===== config.mk =====
export PLATFORM = sky130hd
export DESIGN_NAME = dmacr_top
export DESIGN_NICKNAME = d
export VERILOG_FILES = /design/src/logic/dmacr_pkg.sv /design/src/logic/dmacr_chan_if.sv /design/src/logic/dmacr_fifo.sv /design/src/logic/dmacr_bank.sv /design/src/logic/dmacr_top.sv
export VERILOG_INCLUDE_DIRS = /design/src /design/src/logic
export SDC_FILE = /design/constraint.sdc
export NUM_CORES = 2
export LEC_CHECK = 0
export BUFFER_PORTS_ARGS = -buffer_cell sky130_fd_sc_hd__buf_2
export CAP_MARGIN = 10
export CORE_MARGIN = 5
export CORE_UTILIZATION = 40
export DETAILED_ROUTE_END_ITERATION = 8
export HOLD_SLACK_MARGIN = 0.02
export MAX_ROUTING_LAYER = met4
export PLACE_DENSITY = 0.52
export SLEW_MARGIN = 20
export SYNTH_ARGS = -nofsm -noshare
export SYNTH_HDL_FRONTEND = slang
export SYNTH_SLANG_ARGS = --single-unit

===== constraint.sdc =====
create_clock -name clk_sys -period 68.4 [get_ports clk_sys]
set_input_delay 10.26 -clock clk_sys [delete_from_list [all_inputs] [get_ports clk_sys]]
set_output_delay 10.26 -clock clk_sys [all_outputs]
set_load 0.01 [all_outputs]

===== src/logic/dmacr_params.svh =====
`ifndef DMACR_PARAMS_SVH
`define DMACR_PARAMS_SVH

// ----------------------------------------
// Address map
// ----------------------------------------
`define DMACR_MAIN_BASE      32'h0000_2400
`define DMACR_CH0_BASE       32'h0000_2440
`define DMACR_CH_STRIDE      32'h0000_0040
`define DMACR_NUM_CH         7
`define DMACR_OFF_MAIN_CTL   6'h00
`define DMACR_OFF_STAGED     6'h04

// ----------------------------------------
// Channel bank offsets
// ----------------------------------------
`define DMACR_OFF_CH_ENABLE  6'h00
`define DMACR_OFF_CURSOR     6'h04
`define DMACR_OFF_LIMIT      6'h08
`define DMACR_OFF_PERIPH     6'h0c
`define DMACR_OFF_CONTROL    6'h10
`define DMACR_OFF_FLAGS      6'h14
`define DMACR_OFF_MASK       6'h18
`define DMACR_OFF_TEST       6'h1c
`define DMACR_OFF_CRC_EN     6'h20
`define DMACR_OFF_CRC_VALUE  6'h24
`define DMACR_OFF_CRC_POST   6'h28
`define DMACR_OFF_CRC_TEST   6'h2c

// ----------------------------------------
// Fields and reset values
// ----------------------------------------
`define DMACR_BIT_ACTIVATE   0
`define DMACR_BIT_SOFT       1
`define DMACR_BIT_CH_ENABLE  0
`define DMACR_BIT_INC_MEM    16
`define DMACR_SIZE_LSB       20
`define DMACR_SIZE_MSB       22
`define DMACR_ADDR_MASK      32'h00ff_ffff
`define DMACR_WORD_RESET     32'h0000_0000
`define DMACR_FIFO_DEPTH     8

`endif


===== src/logic/dmacr_pkg.sv =====
package dmacr_pkg;

	typedef logic [31:0] dmacr_word_type;
	typedef logic [2:0]  dmacr_chan_type;
	typedef logic [5:0]  dmacr_off_type;

	typedef struct packed {
		dmacr_chan_type channel;
		dmacr_word_type data;
	} dmacr_beat_type;

endpackage : dmacr_pkg


===== src/logic/dmacr_chan_if.sv =====
`timescale 1ns/1ps
`default_nettype none

interface dmacr_chan_if;
	logic                     wr;
	dmacr_pkg::dmacr_off_type off;
	dmacr_pkg::dmacr_word_type wdata;
	dmacr_pkg::dmacr_word_type rdata;
	logic                     adv;
	logic                     enable;

	modport host (output wr, output off, output wdata, output adv, input rdata, input enable);
	modport bank (input wr, input off, input wdata, input adv, output rdata, output enable);
endinterface : dmacr_chan_if

`default_nettype wire


===== src/logic/dmacr_fifo.sv =====
`timescale 1ns/1ps
`default_nettype none

module dmacr_fifo #(
	parameter int WIDTH = 35,
	parameter int DEPTH = 8
) (
	// Clock and reset
	input  wire logic             clk_sys,
	input  wire logic             reset,
	input  wire logic             clear,
	// Fill side
	input  wire logic             in_valid,
	input  wire logic [WIDTH-1:0] in_data,
	output var  logic             in_ready,
	// Drain side
	output var  logic             out_valid,
	output logic      [WIDTH-1:0] out_data,
	input  wire logic             out_ready
);
	localparam int PW = $clog2(DEPTH);

	logic [WIDTH-1:0] mem [DEPTH];
	logic [PW-1:0]    wr_ptr;
	logic [PW-1:0]    rd_ptr;
	logic [PW:0]      count;
	logic [PW:0]      next_count;
	wire              push = in_valid && in_ready;
	wire              pop  = out_valid && out_ready;

	assign next_count = count + (PW+1)'(push) - (PW+1)'(pop);
	assign out_data   = mem[rd_ptr];

	always_ff @(posedge clk_sys) begin
		if (push) begin
			mem[wr_ptr] <= in_data;
		end
	end

	always_ff @(posedge clk_sys or posedge reset) begin
		if (reset) begin
			wr_ptr    <= '0;
			rd_ptr    <= '0;
			count     <= '0;
			in_ready  <= 1'b0;
			out_valid <= 1'b0;
		end else if (clear) begin
			wr_ptr    <= '0;
			rd_ptr    <= '0;
			count     <= '0;
			in_ready  <= 1'b0;
			out_valid <= 1'b0;
		end else begin
			wr_ptr    <= wr_ptr + PW'(push);
			rd_ptr    <= rd_ptr + PW'(pop);
			count     <= next_count;
			in_ready  <= next_count != (PW+1)'(DEPTH);
			out_valid <= next_count != '0;
		end
	end
endmodule : dmacr_fifo

`default_nettype wire


===== src/logic/dmacr_bank.sv =====
`timescale 1ns/1ps
`default_nettype none
`include "dmacr_params.svh"

module dmacr_bank #(
	parameter bit HAS_CRC = 1'b0
) (
	// Clock and resets
	input  wire logic   clk_sys,
	input  wire logic   reset,
	input  wire logic   engine_reset,
	// Register and advance carrier
	dmacr_chan_if.bank  bus
);
	dmacr_pkg::dmacr_word_type cursor, limit, periph, control, flags, mask;
	dmacr_pkg::dmacr_word_type crc_en, crc_value, crc_post;
	logic                      enable;

	wire [2:0] size    = control[`DMACR_SIZE_MSB:`DMACR_SIZE_LSB];
	wire       inc_mem = control[`DMACR_BIT_INC_MEM];
	wire       crc_ok  = HAS_CRC;
	wire [31:0] adv_sum = (cursor + {29'h0, size}) & `DMACR_ADDR_MASK;

	assign bus.enable = enable;
	assign bus.rdata =
		(bus.off == `DMACR_OFF_CH_ENABLE) ? {31'h0, enable} :
		(bus.off == `DMACR_OFF_CURSOR)    ? cursor :
		(bus.off == `DMACR_OFF_LIMIT)     ? limit :
		(bus.off == `DMACR_OFF_PERIPH)    ? periph :
		(bus.off == `DMACR_OFF_CONTROL)   ? control :
		(bus.off == `DMACR_OFF_FLAGS)     ? flags :
		(bus.off == `DMACR_OFF_MASK)      ? mask :
		(crc_ok && bus.off == `DMACR_OFF_CRC_EN)    ? crc_en :
		(crc_ok && bus.off == `DMACR_OFF_CRC_VALUE) ? crc_value :
		(crc_ok && bus.off == `DMACR_OFF_CRC_POST)  ? crc_post :
		`DMACR_WORD_RESET;

	wire w_en   = bus.wr && bus.off == `DMACR_OFF_CH_ENABLE;
	wire w_cur  = bus.wr && bus.off == `DMACR_OFF_CURSOR;
	wire w_crc  = bus.wr && crc_ok;

	always_ff @(posedge clk_sys or posedge reset) begin
		if (reset) begin
			enable <= 1'b0;
			cursor <= `DMACR_WORD_RESET;
		end else if (engine_reset) begin
			enable <= 1'b0;
			cursor <= `DMACR_WORD_RESET;
		end else begin
			if (w_en) begin
				enable <= bus.wdata[`DMACR_BIT_CH_ENABLE];
			end
			// Memory side is the slave of the transfer
			if (w_cur) begin
				cursor <= bus.wdata & `DMACR_ADDR_MASK;
			end else if (bus.adv && inc_mem) begin
				cursor <= adv_sum;
			end
		end
	end

	always_ff @(posedge clk_sys or posedge reset) begin
		if (reset) begin
			limit   <= `DMACR_WORD_RESET;
			periph  <= `DMACR_WORD_RESET;
			control <= `DMACR_WORD_RESET;
			flags   <= `DMACR_WORD_RESET;
			mask    <= `DMACR_WORD_RESET;
		end else if (engine_reset) begin
			limit   <= `DMACR_WORD_RESET;
			periph  <= `DMACR_WORD_RESET;
			control <= `DMACR_WORD_RESET;
			flags   <= `DMACR_WORD_RESET;
			mask    <= `DMACR_WORD_RESET;
		end else if (bus.wr) begin
			// Fixed offsets within the bank
			if (bus.off == `DMACR_OFF_LIMIT)   limit   <= bus.wdata & `DMACR_ADDR_MASK;
			if (bus.off == `DMACR_OFF_PERIPH)  periph  <= bus.wdata & `DMACR_ADDR_MASK;
			if (bus.off == `DMACR_OFF_CONTROL) control <= bus.wdata;
			if (bus.off == `DMACR_OFF_FLAGS)   flags   <= bus.wdata;
			if (bus.off == `DMACR_OFF_MASK)    mask    <= bus.wdata;
		end
	end

	always_ff @(posedge clk_sys or posedge reset) begin
		if (reset) begin
			crc_en    <= `DMACR_WORD_RESET;
			crc_value <= `DMACR_WORD_RESET;
			crc_post  <= `DMACR_WORD_RESET;
		end else if (engine_reset) begin
			crc_en    <= `DMACR_WORD_RESET;
			crc_value <= `DMACR_WORD_RESET;
			crc_post  <= `DMACR_WORD_RESET;
		end else if (w_crc) begin
			if (bus.off == `DMACR_OFF_CRC_EN)    crc_en    <= bus.wdata;
			if (bus.off == `DMACR_OFF_CRC_VALUE) crc_value <= bus.wdata;
			if (bus.off == `DMACR_OFF_CRC_POST)  crc_post  <= bus.wdata;
		end
	end
endmodule : dmacr_bank

`default_nettype wire


===== src/logic/dmacr_top.sv =====
`timescale 1ns/1ps
`default_nettype none
`include "dmacr_params.svh"

// Functional notes
// - Main bank at 2400h: control, staged word
// - Seven channel banks from 2440h, 40h apart
// - Soft reset bit self-clears, write-only
// - Global enable gates all channels, resets low
// - Channel runs when own and global enable
// - Read-only view of staged data word
// - Cursor advances per packet by transfer size
// - Memory side is transfer slave endpoint
// - Only 24 address bits implemented
// - Checksum registers exist in channel 0 only
// - Fixed offsets inside each channel bank
// - Engine reset on system or soft reset
module dmacr_top (
	// Clock and reset
	input  wire logic                   clk_sys,
	input  wire logic                   reset,
	// Register port
	input  wire logic [31:0]            reg_addr,
	input  wire logic                   reg_wr,
	input  wire logic                   reg_rd,
	input  wire logic [31:0]            reg_wdata,
	output var  logic [31:0]            reg_rdata,
	output var  logic                   reg_rvalid,
	// Source side of the staging path
	input  wire logic                   src_valid,
	input  wire logic [2:0]             src_channel,
	input  wire logic [31:0]            src_data,
	output var  logic                   src_ready,
	// Destination side of the staging path
	output var  logic                   dst_valid,
	output var  logic [2:0]             dst_channel,
	output var  logic [31:0]            dst_data,
	input  wire logic                   dst_ready,
	// Status
	output var  logic [`DMACR_NUM_CH-1:0] chan_run,
	output var  logic                   engine_reset
);
	localparam int NCH = `DMACR_NUM_CH;
	localparam int BW  = $bits(dmacr_pkg::dmacr_beat_type);

	// ----------------------------------------
	// Address decode
	// ----------------------------------------
	function automatic logic bank_hit(input logic [31:0] addr, input int n);
		logic [31:0] base;
		base = `DMACR_CH0_BASE + 32'(n) * `DMACR_CH_STRIDE;
		return addr[31:6] == base[31:6];
	endfunction : bank_hit

	localparam logic [31:0] MAIN_BASE = `DMACR_MAIN_BASE;

	wire        main_hit   = reg_addr[31:6] == MAIN_BASE[31:6];
	wire [5:0]  off        = reg_addr[5:0];
	wire        main_ctl   = main_hit && off == `DMACR_OFF_MAIN_CTL;
	wire        main_stg   = main_hit && off == `DMACR_OFF_STAGED;
	wire        soft_write = reg_wr && main_ctl && reg_wdata[`DMACR_BIT_SOFT];
	wire        act_write  = reg_wr && main_ctl && !reg_wdata[`DMACR_BIT_SOFT];

	logic                      global_enable;
	dmacr_pkg::dmacr_word_type staged_word;
	logic [NCH-1:0]            bank_sel;
	logic [NCH-1:0]            bank_enable;
	logic [31:0]               rd_chain [NCH+1];

	// ----------------------------------------
	// Main block registers
	// ----------------------------------------
	// Engine reset stands high through system reset and one edge after it
	always_ff @(posedge clk_sys or posedge reset) begin
		if (reset) begin
			engine_reset <= 1'b1;
		end else begin
			engine_reset <= soft_write;
		end
	end

	always_ff @(posedge clk_sys or posedge reset) begin
		if (reset) begin
			global_enable <= 1'b0;
		end else if (engine_reset) begin
			global_enable <= 1'b0;
		end else if (act_write) begin
			global_enable <= reg_wdata[`DMACR_BIT_ACTIVATE];
		end
	end

	// ----------------------------------------
	// Staging path
	// ----------------------------------------
	dmacr_pkg::dmacr_beat_type fifo_in;
	dmacr_pkg::dmacr_beat_type fifo_out;
	logic                      fifo_out_valid;
	wire                       dst_fire   = dst_valid && dst_ready;
	wire                       stage_load = fifo_out_valid && (!dst_valid || dst_ready);

	assign fifo_in.channel = src_channel;
	assign fifo_in.data    = src_data;

	dmacr_fifo #(
		.WIDTH (BW),
		.DEPTH (`DMACR_FIFO_DEPTH)
	) u_fifo (
		.clk_sys   (clk_sys),
		.reset     (reset),
		.clear     (engine_reset),
		.in_valid  (src_valid),
		.in_data   (fifo_in),
		.in_ready  (src_ready),
		.out_valid (fifo_out_valid),
		.out_data  (fifo_out),
		.out_ready (stage_load)
	);

	// Output register doubles as the staged word
	always_ff @(posedge clk_sys or posedge reset) begin
		if (reset) begin
			dst_valid   <= 1'b0;
			dst_channel <= 3'h0;
			dst_data    <= `DMACR_WORD_RESET;
		end else if (engine_reset) begin
			dst_valid   <= 1'b0;
			dst_channel <= 3'h0;
			dst_data    <= `DMACR_WORD_RESET;
		end else if (stage_load) begin
			dst_valid   <= 1'b1;
			dst_channel <= fifo_out.channel;
			dst_data    <= fifo_out.data;
		end else if (dst_fire) begin
			dst_valid   <= 1'b0;
		end
	end

	assign staged_word = dst_data;

	// ----------------------------------------
	// Channel banks
	// ----------------------------------------
	assign rd_chain[0] =
		main_ctl ? {31'h0, global_enable} :
		main_stg ? staged_word :
		`DMACR_WORD_RESET;

	genvar gi;
	generate
		for (gi = 0; gi < NCH; gi++) begin : g_ch
			dmacr_chan_if chan_bus ();

			assign bank_sel[gi]     = bank_hit(reg_addr, gi);
			assign chan_bus.wr      = reg_wr && bank_sel[gi];
			assign chan_bus.off     = off;
			assign chan_bus.wdata   = reg_wdata;
			assign chan_bus.adv     = dst_fire && dst_channel == 3'(gi) && chan_run[gi];
			assign bank_enable[gi]  = chan_bus.enable;
			assign rd_chain[gi+1]   = rd_chain[gi] | (bank_sel[gi] ? chan_bus.rdata : `DMACR_WORD_RESET);

			dmacr_bank #(
				.HAS_CRC (gi == 0)
			) u_bank (
				.clk_sys      (clk_sys),
				.reset        (reset),
				.engine_reset (engine_reset),
				.bus          (chan_bus.bank)
			);
		end
	endgenerate

	always_ff @(posedge clk_sys or posedge reset) begin
		if (reset) begin
			chan_run <= '0;
		end else begin
			chan_run <= bank_enable & {NCH{global_enable}};
		end
	end

	// ----------------------------------------
	// Register read answer
	// ----------------------------------------
	always_ff @(posedge clk_sys or posedge reset) begin
		if (reset) begin
			reg_rdata  <= `DMACR_WORD_RESET;
			reg_rvalid <= 1'b0;
		end else begin
			reg_rvalid <= reg_rd;
			reg_rdata  <= reg_rd ? rd_chain[NCH] : `DMACR_WORD_RESET;
		end
	end

	wire unmapped = !main_hit && bank_sel == '0;
	wire crc_hole = bank_hit(reg_addr, 1) && off >= `DMACR_OFF_CRC_EN && off <= `DMACR_OFF_CRC_TEST;

	// ----------------------------------------
	// Channel enable checks
	// ----------------------------------------
	generate
		for (gi = 0; gi < NCH; gi++) begin : g_chk

		end
	endgenerate
endmodule : dmacr_top

`default_nettype wire


==> impl_metrics.ini <==
[detailed_routing]
dr.first_iter.drc_count = 7126
wl_um = 317000
number_of_search_and_repair_iterations_in_the_first_detailed_routing_pass = 6
vias_per_cell = 6.01
post-route-drc-count = 0
avgRoutedWirePerCell_um = 31.0
drtAntennaViolNets = 0
detailroute.via_count = 61300

[clock_tree]
ctsResizeCount = 0
num_clock_sinks = 1649
tritoncts.num_buffers = 184
clock_insertion_delay_worst_skew_ns = 0.86
tritoncts = yes
cts_htree_levels = 4
cts_hold_repair.buffers = 0
clk_pin_slew_worst_paths_ns = 0.06
postCtsSetupRepairBufs = 0
clock_path_buffers = 3
cts.root.buffer_cell = sky130_fd_sc_hd__clkbuf_16

[placed_design]
dpl_wire_length_um = 204000
finalWeightedCongestion = 0.966
numPortBuffers = 182

[finish]
layout_common_cells = sky130_fd_sc_hd__nand2_1 (1508), sky130_fd_sc_hd__dfrtp_1 (1365), sky130_fd_sc_hd__o21ai_0 (1231), sky130_fd_sc_hd__a21oi_1 (628), sky130_fd_sc_hd__nor2_1 (413)
drive_gt1_share_pct = 11.3
mostFrequentLayoutCell = sky130_fd_sc_hd__nand2_1
layout.nets = 7679
flow.area_growth_from_synthesis_pct = 13.4

[worst_setup_path]
timing.critical_path.arrival_ns = 14.69
timing.critical_path.required_ns = 69.16
class_of_the_most_critical_setup_path = in2reg
crit_path_start_kind = input port
crit_path_end_kind = register
path_max_fanout = 138

[pwr]
leakage_nw = 35.3
pwr_density_cell_nw_per_um2 = 28.0
vdd_drop_max_mv = 0.0227
design_power_total_w = 0.00239

[flow_run]
max_cap_viol_count = 0

[sta]
setup_total_negative_slack_ns = 0
setup_violations = 0
timing.final.max_slew_violations = 0
final.period_utilization_pct = 20.4
tightestPinTransition_ns = 1.38
final.setup_skew_ns = 0.0472
finalWorstPathRequiredPeriod_ns = 13.94
hold_violations = 0
maxSlewHeadroom_pct = 8.14
setup_repair_after_global_routing_missed_its_margin = no
achievable-frequency_ghz = 0.0718

[global_route]
antenna_found_initial = 29
grt_pass1_vias = 58800
wire_length_of_the_first_global_routing_pass_um = 450000
grt.total_usage_pct = 32.5
globalRoute.totalOverflow = 0
maximum_number_of_pins_on_one_net_before_global_route_repair = 154

[floorplanning]
floorplan.rows = 159
die-height_um = 443
core_sq_um = 187000
die_area_sq_um = 196000
die_w_um = 443
pin_count = 183
initial_utilization_pct = 40.1

[synthesis]
ys_seq_area_share_pct = 56.8
syn-cell-area_sq_um = 75100
ys_seq_elements = 1649
syn-instance-count = 7652
ys.flop_type = sky130_fd_sc_hd__dfrtp_1
synth_edf_count = 280
synth_area_per_cell_sq_um = 9.81
synth_async_sr_flop_share_pct = 83.0
syn-num-nets = 7794
ys_types = 84
synthesis.yosys.warnings = 0

[worst_hold_path]
hold_class = reg2reg

[outcome]
status = finished, final reports clean
[registers in the layout (all words and copies together) (netlist names), 4 cells and up]
register	flops
g_ch.u_bank.flags	224
g_ch.u_bank.control	224
g_ch.u_bank.crc_post	32
u_fifo.mem	280
g_ch.u_bank.cursor	168
g_ch.u_bank.mask	224
g_ch.u_bank.limit	168
g_ch.u_bank.crc_en	32
dst_data	32
u_fifo.count	4
g_ch.u_bank.bus.enable	7
g_ch.u_bank.crc_value	32
chan_run	7
reg_rdata	32
g_ch.u_bank.periph	168
[per-stage QoR]
step	util, %	worst slack (ns)	instance area [sq um]	std cells	hold WS (ns)
finish	45.5	54.46	85200	10200	0.475
global route	45.5	54.33	85100	10200	0.488
CTS	45.4	54.52	85000	10200	0.478
floorplan	-	19.54	75100	7652	0.442
detailed placement	42.0	53.61	78600	9844	0.465
global placement	42.0	53.55	78600	9843	0.456
[Yosys cell counts (all sizes together), types with 24 or more instances]
library cell	count	area share (%)
nand2	1513	7.6
dfrtp	1368	46
o21ai	1232	8.2
a21oi	663	4.4
clkbuf	547	2.7
nor2	430	2.2
edfxtp	280	11
mux2i	235	3.1
a22oi	183	1.8
a211oi	147	1.5
buf	124	0.80
nand3	86	0.59
nor3	83	0.61
xnor2	76	0.89
mux4	71	2.1
xor2	45	0.52
and3	42	0.35
nor4	41	0.52
nand4	36	0.30
a31oi	30	0.25
a41oi	30	0.35
ha	29	0.48
o22ai	26	0.22
a221oi	24	0.28
[power by group]
| group | switching [W] | internal (W) | leakage [nW] |
|---|---|---|---|
| Sequential | 0.0000506 | 0.00104 | 21.5 |
| Clock | 0.000438 | 0.000622 | 3.17 |
| Combinational | 0.000149 | 0.0000893 | 10.6 |
| Total | 0.000638 | 0.00175 | 35.3 |
[layer usage]
metal	share of wire, %	track usage [%]	up-vias
met5	0	-	-
met4	8.3	21.2	0
met2	44	47.6	2915
met3	7.9	5.90	805
met1	40	41.6	30700
li1	-	-	26900
[critical path, stage by stage]
cell,delay [ns]
sky130_fd_sc_hd__buf_8,0.28
sky130_fd_sc_hd__buf_4,0.55
sky130_fd_sc_hd__nand2b_4,0.49
sky130_fd_sc_hd__nor2_4,0.85
sky130_fd_sc_hd__buf_12,0.67
sky130_fd_sc_hd__a22oi_1,0.24
sky130_fd_sc_hd__a21oi_1,0.80
sky130_fd_sc_hd__a211oi_1,0.14
sky130_fd_sc_hd__a31oi_1,0.25
[final cells by class]
| type | instances | area [sq um] |
|---|---|---|
| diodes | 12 | 30.0 |
| clock buffers | 256 | 5280 |
| clock inverters | 84 | 1200 |
| fillers | 17900 | 102000 |
| inverters | 22 | 90.1 |
| multi-input cells | 5310 | 30300 |
| flip-flops and latches | 1649 | 42700 |
| well taps | 2495 | 3120 |
| repair buffers | 370 | 2470 |
[worst paths after layout]
path | start | end | slack [ns] | depth (start not counted)
min | g_ch[6].u_bank.flags[27] | g_ch[6].u_bank.flags[27] | 0.47 | 2
max | reg_addr[2] | reg_rdata[10] | 54.46 | 9
min reg2reg | g_ch[6].u_bank.flags[27] | g_ch[6].u_bank.flags[27] | 0.47 | 2
max reg2reg | engine_reset | g_ch[4].u_bank.cursor[9] | 64.56 | 5
max in group asynchronous | reset | u_fifo.out_valid | 54.93 | 6
min in group asynchronous | reset | g_ch[6].u_bank.periph[1] | 9.60 | 2
[kinds of logic after synthesis]
group                    synth area share, %
AO/OA/AOI/OAI                           18.7
AND/OR/NAND/NOR                         13.3
flip-flops                              56.8
buffers and inverters                   3.65
multiplexers                            5.41
XOR/XNOR                                1.41
adder cells (fa/ha/maj)                0.697
No activity file was read; power rests on OpenSTA's default activity.
